`src/design/asp_pkg.sv`:
```
// Purpose: Shared constants and types for the converter serial port block.
// Assumes: One 24-bit word per register access after an 8-bit command byte.
// Notes:   Register select codes and field positions are local choices.
package asp_pkg;

  localparam int CMD_W   = 8;
  localparam int DATA_W  = 24;
  localparam int CNT_W   = 5;
  localparam int RW_BIT  = 6;
  localparam int SEL_LSB = 0;
  localparam int SEL_W   = 3;
  localparam int SYNC_W  = 4;

  localparam logic [SEL_W-1:0] SEL_COMM   = 3'h0;
  localparam logic [SEL_W-1:0] SEL_DATA   = 3'h1;
  localparam logic [SEL_W-1:0] SEL_MODE   = 3'h2;
  localparam logic [SEL_W-1:0] SEL_FILTER = 3'h3;
  localparam logic [SEL_W-1:0] SEL_DAC    = 3'h4;
  localparam logic [SEL_W-1:0] SEL_CAL    = 3'h5;

  localparam logic [CMD_W-1:0]  COMM_RST  = 8'h00;
  localparam logic [DATA_W-1:0] MODE_RST  = 24'h000000;
  localparam logic [DATA_W-1:0] FILT_RST  = 24'h000000;
  localparam logic [DATA_W-1:0] DAC_RST   = 24'h000000;
  localparam logic [DATA_W-1:0] CAL_RST   = 24'h000000;
  localparam logic [DATA_W-1:0] DATA_RST  = 24'h000000;

  typedef enum logic [1:0] {
    PH_CMD = 2'b00,
    PH_RD  = 2'b01,
    PH_WR  = 2'b10
  } asp_phase_t;

  typedef struct packed {
    logic [DATA_W-1:0] mode;
    logic [DATA_W-1:0] filter;
    logic [DATA_W-1:0] dac;
    logic [DATA_W-1:0] cal;
  } asp_cfg_t;

  typedef struct packed {
    logic              pend;
    logic              valid;
    logic              cal_start;
    logic              cal_done;
    logic [DATA_W-1:0] data;
  } asp_conv_t;

endpackage : asp_pkg

```
`src/design/asp_sync.sv`:
```
// Purpose: Two-flop synchroniser for pins entering the system clock domain.
// Assumes: Inputs are slow levels relative to clk_sys.
// Notes:   First stage is read only by the second stage.
`timescale 1ns/1ps
module asp_sync #(
  parameter int               W     = 1,
  parameter logic [W-1:0]     RST_V = '0
) (
  input  wire logic         clk_sys,
  input  wire logic         rstn,
  input  wire logic [W-1:0] d,
  output logic      [W-1:0] q
);

  logic [W-1:0] meta_ff;

  always_ff @(posedge clk_sys or negedge rstn)
  begin
    if (!rstn)
    begin
      meta_ff <= RST_V;
      q       <= RST_V;
    end
    else
    begin
      meta_ff <= d;
      q       <= meta_ff;
    end
  end

endmodule : asp_sync

```
`src/design/asp_port.sv`:
```
// Purpose: Serial host port with result-ready flag and standby halt.
// Assumes: Host drives sclk idle high; data sampled on its rising edge.
// Notes:   All pins pass asp_sync before any logic reads them.
`timescale 1ns/1ps
// Behaviour
// RULE1 - Standby low halts serial and result logic entirely; dout_oe_ff still follows chip select in standby.
// RULE2 - Registers keep their contents through standby.
// RULE3 - Chip select low enables transfers; high idles the port.
// RULE4 - Chip select tied low still works as a three-wire port.
// RULE5 - Host may frame each transfer with chip select.
// RULE6 - Fresh conversion word drives result-ready low.
// RULE7 - Result-ready rises after a complete data word read only.
// RULE8 - Unread result: ready rises before update, low after it.
// RULE9 - Host avoids data reads while result-ready is high.
// RULE10 - Calibration start raises ready; completion lowers it.
// RULE11 - Output shifter loads from the register the select bits name.
// RULE12 - Input shifter word goes to the register the select bits name.
// RULE13 - One bit per serial clock cycle while selected.
module asp_port (
  input  wire logic             clk_sys,
  input  wire logic             rstn,
  input  wire logic             sclk_pin,
  input  wire logic             cs_n_pin,
  input  wire logic             din_pin,
  input  wire logic             standby_n_pin,
  input  wire asp_pkg::asp_conv_t conv,
  output logic                  dout_ff,
  output logic                  dout_oe_ff,
  output logic                  rdy_n_ff,
  output logic                  run_ff,
  output asp_pkg::asp_cfg_t     cfg_ff
);

  localparam int DW = asp_pkg::DATA_W;
  localparam int CW = asp_pkg::CNT_W;

  logic [asp_pkg::SYNC_W-1:0] pins_s;
  logic                       sclk_s;
  logic                       cs_n_s;
  logic                       din_s;
  logic                       run_s;

  asp_sync #(
    .W     (asp_pkg::SYNC_W),
    .RST_V (4'hb)
  ) u_sync (
    .clk_sys (clk_sys),
    .rstn    (rstn),
    .d       ({sclk_pin, cs_n_pin, din_pin, standby_n_pin}),
    .q       (pins_s)
  );

  assign {sclk_s, cs_n_s, din_s, run_s} = pins_s;

  logic                         sclk_d_ff;
  asp_pkg::asp_phase_t          ph_ff,     nxt_ph;
  logic [CW-1:0]                cnt_ff,    nxt_cnt;
  logic [DW-1:0]                sh_in_ff,  nxt_sh_in;
  logic [DW-1:0]                sh_out_ff, nxt_sh_out;
  logic [asp_pkg::CMD_W-1:0]    comm_ff,   nxt_comm;
  asp_pkg::asp_cfg_t            nxt_cfg;
  logic [DW-1:0]                data_ff,   nxt_data;
  logic                         nxt_rdy_n;
  logic                         rd_done;
  logic                         rise;
  logic                         fall;
  logic [asp_pkg::SEL_W-1:0]    sel;

  assign rise = sclk_s & ~sclk_d_ff;
  assign fall = ~sclk_s & sclk_d_ff;
  assign sel  = comm_ff[asp_pkg::SEL_LSB +: asp_pkg::SEL_W];

  function automatic logic [DW-1:0] rd_mux(
    input logic [asp_pkg::SEL_W-1:0] s,
    input asp_pkg::asp_cfg_t         c,
    input logic [DW-1:0]             d,
    input logic                      r
  );
    logic [DW-1:0] v;
    v = '0;
    unique case (s)
      asp_pkg::SEL_COMM:   v = {r, {(DW-1){1'b0}}};
      asp_pkg::SEL_DATA:   v = d;
      asp_pkg::SEL_MODE:   v = c.mode;
      asp_pkg::SEL_FILTER: v = c.filter;
      asp_pkg::SEL_DAC:    v = c.dac;
      asp_pkg::SEL_CAL:    v = c.cal;
      default:             v = '0;
    endcase
    return v;
  endfunction : rd_mux

  function automatic logic writable(input logic [asp_pkg::SEL_W-1:0] s);
    return (s == asp_pkg::SEL_MODE) || (s == asp_pkg::SEL_FILTER) ||
           (s == asp_pkg::SEL_DAC)  || (s == asp_pkg::SEL_CAL);
  endfunction : writable

  // Serial engine
  always_comb
  begin
    logic [asp_pkg::CMD_W-1:0] byte_in;
    logic [DW-1:0]             word_in;
    byte_in    = {sh_in_ff[asp_pkg::CMD_W-2:0], din_s};
    word_in    = {sh_in_ff[DW-2:0], din_s};
    nxt_ph     = ph_ff;
    nxt_cnt    = cnt_ff;
    nxt_sh_in  = sh_in_ff;
    nxt_sh_out = sh_out_ff;
    nxt_comm   = comm_ff;
    nxt_cfg    = cfg_ff;
    rd_done    = 1'b0;
    // Whole engine frozen in standby; nothing is cleared
    if (run_s) // see RULE1 see RULE2
    begin
      if (cs_n_s) // see RULE3 see RULE5
      begin
        nxt_ph  = asp_pkg::PH_CMD;
        nxt_cnt = '0;
      end
      else // see RULE4
      begin
        // First falling edge of a read presents the loaded MSB; no shift yet
        if (fall && ph_ff == asp_pkg::PH_RD && cnt_ff != '0)
        begin
          nxt_sh_out = {sh_out_ff[DW-2:0], 1'b0}; // see RULE13
        end
        if (rise)
        begin
          nxt_cnt   = cnt_ff + 1'b1; // see RULE13
          nxt_sh_in = word_in;
          unique case (ph_ff)
            asp_pkg::PH_CMD:
            begin
              if (cnt_ff == CW'(asp_pkg::CMD_W - 1))
              begin
                nxt_comm = byte_in; // see RULE12
                nxt_cnt  = '0;
                if (byte_in[asp_pkg::RW_BIT])
                begin
                  nxt_ph     = asp_pkg::PH_RD;
                  nxt_sh_out = rd_mux(
                    byte_in[asp_pkg::SEL_LSB +: asp_pkg::SEL_W],
                    cfg_ff, data_ff, rdy_n_ff); // see RULE11
                end
                else if (writable(
                  byte_in[asp_pkg::SEL_LSB +: asp_pkg::SEL_W]))
                begin
                  nxt_ph = asp_pkg::PH_WR;
                end
              end
            end
            asp_pkg::PH_RD:
            begin
              if (cnt_ff == CW'(DW - 1))
              begin
                nxt_ph  = asp_pkg::PH_CMD;
                nxt_cnt = '0;
                rd_done = (sel == asp_pkg::SEL_DATA); // see RULE7
              end
            end
            asp_pkg::PH_WR:
            begin
              if (cnt_ff == CW'(DW - 1))
              begin
                nxt_ph  = asp_pkg::PH_CMD;
                nxt_cnt = '0;
                unique case (sel) // see RULE12
                  asp_pkg::SEL_MODE:   nxt_cfg.mode   = word_in;
                  asp_pkg::SEL_FILTER: nxt_cfg.filter = word_in;
                  asp_pkg::SEL_DAC:    nxt_cfg.dac    = word_in;
                  asp_pkg::SEL_CAL:    nxt_cfg.cal    = word_in;
                  default:             nxt_cfg        = cfg_ff;
                endcase
              end
            end
            default:
            begin
              nxt_ph  = asp_pkg::PH_CMD;
              nxt_cnt = '0;
            end
          endcase
        end
      end
    end
  end

  always_ff @(posedge clk_sys or negedge rstn)
  begin
    if (!rstn)
    begin
      sclk_d_ff  <= 1'b1;
      ph_ff      <= asp_pkg::PH_CMD;
      cnt_ff     <= '0;
      sh_in_ff   <= '0;
      sh_out_ff  <= '0;
      comm_ff    <= asp_pkg::COMM_RST;
      cfg_ff     <= {asp_pkg::MODE_RST, asp_pkg::FILT_RST,
                     asp_pkg::DAC_RST, asp_pkg::CAL_RST};
      dout_ff    <= 1'b0;
      dout_oe_ff <= 1'b0;
      run_ff     <= 1'b0;
    end
    else
    begin
      sclk_d_ff  <= sclk_s;
      ph_ff      <= nxt_ph;
      cnt_ff     <= nxt_cnt;
      sh_in_ff   <= nxt_sh_in;
      sh_out_ff  <= nxt_sh_out;
      comm_ff    <= nxt_comm;
      cfg_ff     <= nxt_cfg;
      dout_ff    <= sh_out_ff[DW-1]; // see RULE11
      dout_oe_ff <= ~cs_n_s;
      run_ff     <= run_s; // see RULE1
    end
  end

  // Result register and ready flag; new data beats a finishing read
  always_comb
  begin
    nxt_data  = data_ff;
    nxt_rdy_n = rdy_n_ff;
    if (run_s) // see RULE1
    begin
      if (conv.pend || conv.cal_start) // see RULE8 see RULE10
      begin
        nxt_rdy_n = 1'b1;
      end
      else if (conv.valid)
      begin
        nxt_data  = conv.data;
        nxt_rdy_n = 1'b0; // see RULE6 see RULE8
      end
      else if (conv.cal_done)
      begin
        nxt_rdy_n = 1'b0; // see RULE10
      end
      else if (rd_done)
      begin
        nxt_rdy_n = 1'b1; // see RULE7
      end
    end
  end

  always_ff @(posedge clk_sys or negedge rstn)
  begin
    if (!rstn)
    begin
      data_ff  <= asp_pkg::DATA_RST;
      rdy_n_ff <= 1'b1;
    end
    else
    begin
      data_ff  <= nxt_data;
      rdy_n_ff <= nxt_rdy_n;
    end
  end

  stby_hold_a: assert property (@(posedge clk_sys) disable iff (!rstn)
    !run_s |=> $stable(cfg_ff) && $stable(ph_ff) && $stable(rdy_n_ff)
              && $stable(data_ff)) // see RULE1 see RULE2
    else $error("State moved during standby");

  cs_idle_a: assert property (@(posedge clk_sys) disable iff (!rstn)
    run_s && cs_n_s |=> ph_ff == asp_pkg::PH_CMD && cnt_ff == '0)
    // see RULE3
    else $error("Port not idle while deselected");

  bit_step_a: assert property (@(posedge clk_sys) disable iff (!rstn)
    run_s && !cs_n_s && rise && ph_ff == asp_pkg::PH_RD
      && cnt_ff < CW'(DW - 1)
      |=> cnt_ff == $past(cnt_ff) + 1'b1) // see RULE13
    else $error("Bit count did not advance");

  rdy_pend_a: assert property (@(posedge clk_sys) disable iff (!rstn)
    run_s && conv.pend |=> rdy_n_ff ##1 (rdy_n_ff || $past(conv.valid)))
    // see RULE8
    else $error("Ready not high before update");

  rdy_new_a: assert property (@(posedge clk_sys) disable iff (!rstn)
    run_s && conv.valid && !conv.pend && !conv.cal_start
      |=> !rdy_n_ff && data_ff == $past(conv.data)) // see RULE6
    else $error("Fresh result not flagged");

  rdy_read_a: assert property (@(posedge clk_sys) disable iff (!rstn)
    run_s && rd_done && !conv.valid && !conv.cal_done |=> rdy_n_ff)
    // see RULE7
    else $error("Ready low after full read");

  cal_flag_a: assert property (@(posedge clk_sys) disable iff (!rstn)
    run_s && conv.cal_start |=> rdy_n_ff) // see RULE10
    else $error("Ready low at calibration start");

  rd_load_a: assert property (@(posedge clk_sys) disable iff (!rstn)
    $past(run_s) && ph_ff == asp_pkg::PH_RD && $past(ph_ff) == asp_pkg::PH_CMD
      && sel == asp_pkg::SEL_DATA |-> sh_out_ff == $past(data_ff))
    // see RULE11
    else $error("Output shifter not loaded from data");

  wr_mode_a: assert property (@(posedge clk_sys) disable iff (!rstn)
    run_s && !cs_n_s && rise && ph_ff == asp_pkg::PH_WR
      && cnt_ff == CW'(DW - 1) && sel == asp_pkg::SEL_MODE
      |=> cfg_ff.mode == $past({sh_in_ff[DW-2:0], din_s})) // see RULE12
    else $error("Mode word not written");

  read_done_c: cover property (@(posedge clk_sys) disable iff (!rstn)
    rd_done);
  write_done_c: cover property (@(posedge clk_sys) disable iff (!rstn)
    ph_ff == asp_pkg::PH_WR ##1 ph_ff == asp_pkg::PH_CMD);
  cal_cycle_c: cover property (@(posedge clk_sys) disable iff (!rstn)
    conv.cal_start ##[1:200] conv.cal_done);
  standby_c: cover property (@(posedge clk_sys) disable iff (!rstn)
    run_s ##1 !run_s ##1 run_s);

endmodule : asp_port

```
`config.mk`:
```
export PLATFORM = sky130hd
export DESIGN_NAME = asp_port
export DESIGN_NICKNAME = d
export VERILOG_FILES = /design/src/design/asp_pkg.sv /design/src/design/asp_sync.sv /design/src/design/asp_port.sv
export SDC_FILE = /design/constraint.sdc
export NUM_CORES = 1
export LEC_CHECK = 0
export BUFFER_PORTS_ARGS = -buffer_cell sky130_fd_sc_hd__buf_2
export CAP_MARGIN = 20
export CELL_PAD_IN_SITES_DETAIL_PLACEMENT = 1
export CELL_PAD_IN_SITES_GLOBAL_PLACEMENT = 2
export CORE_AREA = 2 2 148 150
export CTS_CLUSTER_SIZE = 8
export DETAILED_ROUTE_END_ITERATION = 8
export DIE_AREA = 0 0 150 152
export GPL_TIMING_DRIVEN = 0
export PLACE_DENSITY = 0.87
export SYNTH_ARGS = -nofsm -noshare
export SYNTH_HDL_FRONTEND = slang
export SYNTH_SLANG_ARGS = --single-unit
export TNS_END_PERCENT = 10
```
`constraint.sdc`:
```
create_clock -name clk_sys -period 5.6 [get_ports clk_sys]
set_input_delay 0.56 -clock clk_sys [delete_from_list [all_inputs] [get_ports clk_sys]]
set_output_delay 0.56 -clock clk_sys [all_outputs]
set_load 0.005 [all_outputs]
```
==> metrics.md <==
| Metric | Value |
|---|---|
| Status | complete, no violations |
| Cells after synthesis | 694 |
| Net Count, Synth | 734 |
| RSZ-0062 raised after global routing | false |
| Met3 Usage GRT | 4.084% |
| Reg-to-Reg End | cfg_ff[22] |
| Port Buf Inserts | 133 |
| Largest net degree at the start of global routing | 108 |
| Critical path origin | cnt_ff[1] |
| Max Clock Freq | 352.8 MHz |
| XOR/XNOR Fraction of Synth Area | 0.2001% |
| Worst vdd ir | 162.7 uV |
| Global route total overflow | 0 |
| Vias after detailed routing | 6459 |
| Number of flops mapped to enable cells by yosys | 0 |
| Skew final | 0.01229 ns |
| CTS resizes | 0 |
| Main combinational cell family by area after synthesis | multiplexers |
| Setup TNS Final | 0 ns |
| Routed Antenna Nets | 0 |
| Startpoint Class | register |
| Clk slew on worst S/H paths | 0.07 ns |
| Leak Pwr | 5.276 nW |
| Worst Tran Pin Value | 0.8535 ns |
| NumNets Final | 889 |
| FFs w/ async S/R, synth | 100.0% |
| Power Dens Cells | 291.8 nW/um^2 |
| Seq/Total Area, Yosys | 54.44% |
| Area contributors post-synth | dfrtp_1, mux2_2, mux2_4, nand2_1, mux2i_1 |
| Num CTS Buffers | 17 |
| WHS | 0.1817 ns |
| DIE WIDTH | 150 um |
| GR peak layer | met2 |
| Layout cells sized above 1 | 38.17% |
| Final GP Congestion | 0.7913 |
| Portion of netlist area occupied by mux cells | 20.91% |
| Clk sink count | 190 |
| Max_cap viols | 0 |
| Slew headroom | 43.10% |
| Initial antenna violation count | 0 |
| Post-synthesis register bit count | 190 |
| Warnings from Yosys | 0 |
| Netlist cell types | 55 |
| Max Slew Vio Count | 0 |
| Area Overhead vs Synth | 18.89% |
| WP data required | 5.91 ns |
| Most frequent cells in the layout | dfrtp_1, buf_2, nand2_1 |
| Worst Path Max Fanout | 10 |
| DIE AREA | 22800 sq um |
| Global router's overall resource usage | 24.44% |
| 1st-iter DRT viols | 422 |
| IO Count | 134 |
| Arr. time, crit path | 3.15 ns |
| Worst hold path class | input pin to async pin |
| CTS root buf | clkbuf_16 |
| Footprint of the multi-input gates | 3685 sq um |
| Met1 Use GR | 32.81% |
| Prevailing post-synth register cell | dfrtp_1 |
| Drt drc | 0 |
| Setup CP Type | register to register |
| Worst Setup End Kind | register |
| Hold_buf cts | 0 |
| DP Area | 9818 sq um |
| Post-synthesis cell area | 8752 sq um |
| HPWL after DPL | 18300 um |
| Fin crit share | 50.61% |
| CTS Buffer Depth | 2 |
| Met2 Resource Use GR | 40.86% |
| Drt first pass iters | 6 |
| Top cell type's share of synthesized area | 52.04% |
| Reg2Reg Depth | 6 |
| Final setup violation count | 0 |
| H-tree levels | 4 |
| R2r startpoint | cnt_ff[1] |
| Synth Area in Simple Gates | 9.750% |
| Area leader, netlist | dfrtp_1 |
| Antenna diodes | 0 |
| Drt total wl | 26900 um |
| Chip height | 152 um |
| Syn Area/Cell | 12.61 sq um |
| Clk_lat worst skew | 0.44 ns |
| Avg Vias per Cell | 5.656 |
| Final Hold Violating Endpoints | 0 |
| Placed Cells incl. Taps | 1110 |
| Fin area | 10410 sq um |
| CTS tree | yes |
| Total setup buffers inserted after CTS | 0 |
| Critical Path End | cfg_ff[22] |
| Number of global-route vias before repair | 6821 |
| Synth Area in Compound Gates | 10.38% |
| Core Region | 21350 sq um |
| Fillers | 2315 |
| Starting Density | 40.99% |
| Tmin final | 2.834 ns |
| Sequential Area | 4765 sq um |
| Reg-to-reg slack, setup | 2.77 ns |
| Fin util | 48.73% |
| Final instance count without filler cells | 1142 |
| First-pass GRT wire length | 41660 um |
| Wire length per cell | 23.55 um |
| Commonest non-fill, non-tap cell in the layout | dfrtp_1 |
| Row count | 54 |
| Post-Synth Adder-Cell Area | 0.8578% |
==> worst max-delay path: stages, from the launching register on <==
cell	delay [ns]
dfrtp_1	0.40
ha_1	0.29
and4b_1	0.37
nand2_4	0.10
nor4_2	0.70
buf_2	0.46
mux2_2	0.40
==> kinds of logic after synthesis <==
family,after synthesis
compound gates,119
xor+xnor,2
fa+ha+maj,6
buf+inv,66
flops,190
mux,151
simple gates,160
==> synthesized netlist by cell type, types with 2 or more instances <==
cell / instances
nand3_1: 4
buf_1: 5
nor2_1: 11
mux2_1: 4
and4b_1: 3
o21ai_0: 13
a221oi_1: 10
nand3b_1: 22
clkbuf_1: 29
xnor2_1: 2
a21oi_1: 18
a21o_1: 2
o2bb2ai_1: 10
dfstp_2: 8
and3b_1: 2
mux2i_1: 25
nand4_1: 2
a211oi_1: 12
dfrtp_1: 182
nand4b_1: 2
nor3_1: 3
nand2b_1: 5
mux2_2: 81
a2bb2oi_1: 11
ha_1: 6
or3_1: 2
or4_1: 2
o221a_2: 13
nor2b_1: 4
a21boi_0: 6
buf_2: 8
a22o_1: 4
inv_1: 18
o221ai_1: 3
nand2_1: 88
buf_6: 6
mux2_4: 40
a22oi_1: 11
==> worst min path at each step <==
stage | slack [ns] | depth (start not counted) | startpoint | end
floorplan | 0.26 | 0 | rstn | cfg_ff[0]
CTS | 0.21 | 1 | din_pin | u_sync.meta_ff[1]
finish | 0.18 | 1 | rstn | u_sync.q[2]
global route | 0.20 | 1 | din_pin | u_sync.meta_ff[1]
global placement | 0.34 | 0 | u_sync.meta_ff[2] | u_sync.q[2]
detailed placement | 0.34 | 0 | u_sync.meta_ff[2] | u_sync.q[2]
==> state kept, by name (all words and copies together), names as in the netlist <==
| name | count |
|---|---|
| comm_ff | 3 |
| cfg_ff | 96 |
| data_ff | 24 |
| run_ff | 1 |
| dout_oe_ff | 1 |
| sh_in_ff | 23 |
| dout_ff | 1 |
| ph_ff | 2 |
| sh_out_ff | 24 |
| u_sync.meta_ff | 4 |
| sclk_d_ff | 1 |
| cnt_ff | 5 |
| rdy_n_ff | 1 |
| u_sync.q | 4 |
==> final cells by class <==
type	count	area share (%)
inverter	18	0.6493
multi-input combinational	438	35.41
sequential	190	45.79
timing repair buffer	136	6.878
tap	280	3.367
clock inverter	12	1.251
buffer	48	2.261
clock buffer	20	4.389
==> per-layer routing <==
metal | vias to the layer above | wire (um)
met3 | 38 | 1014
met1 | 3409 | 11780
met5 | - | 0
met2 | 184 | 13560
li1 | 2828 | -
met4 | 0 | 547
==> through the flow <==
stage               power (mW)  worst slack (ns)
floorplan                1.673             3.432
global placement         1.816            0.7482
detailed placement       1.829             2.795
CTS                      3.054             2.751
global route             3.146             2.604
finish                   3.036             2.766
==> where the power goes <==
group          switching (mW)  leakage [nW]  internal, mW  total (mW)
combinational           0.212          2.42         0.116       0.328
sequential             0.0490          2.57          1.43        1.48
clock                   0.577         0.288         0.651        1.23
Note: power is estimated with default switching activity, not from simulation.
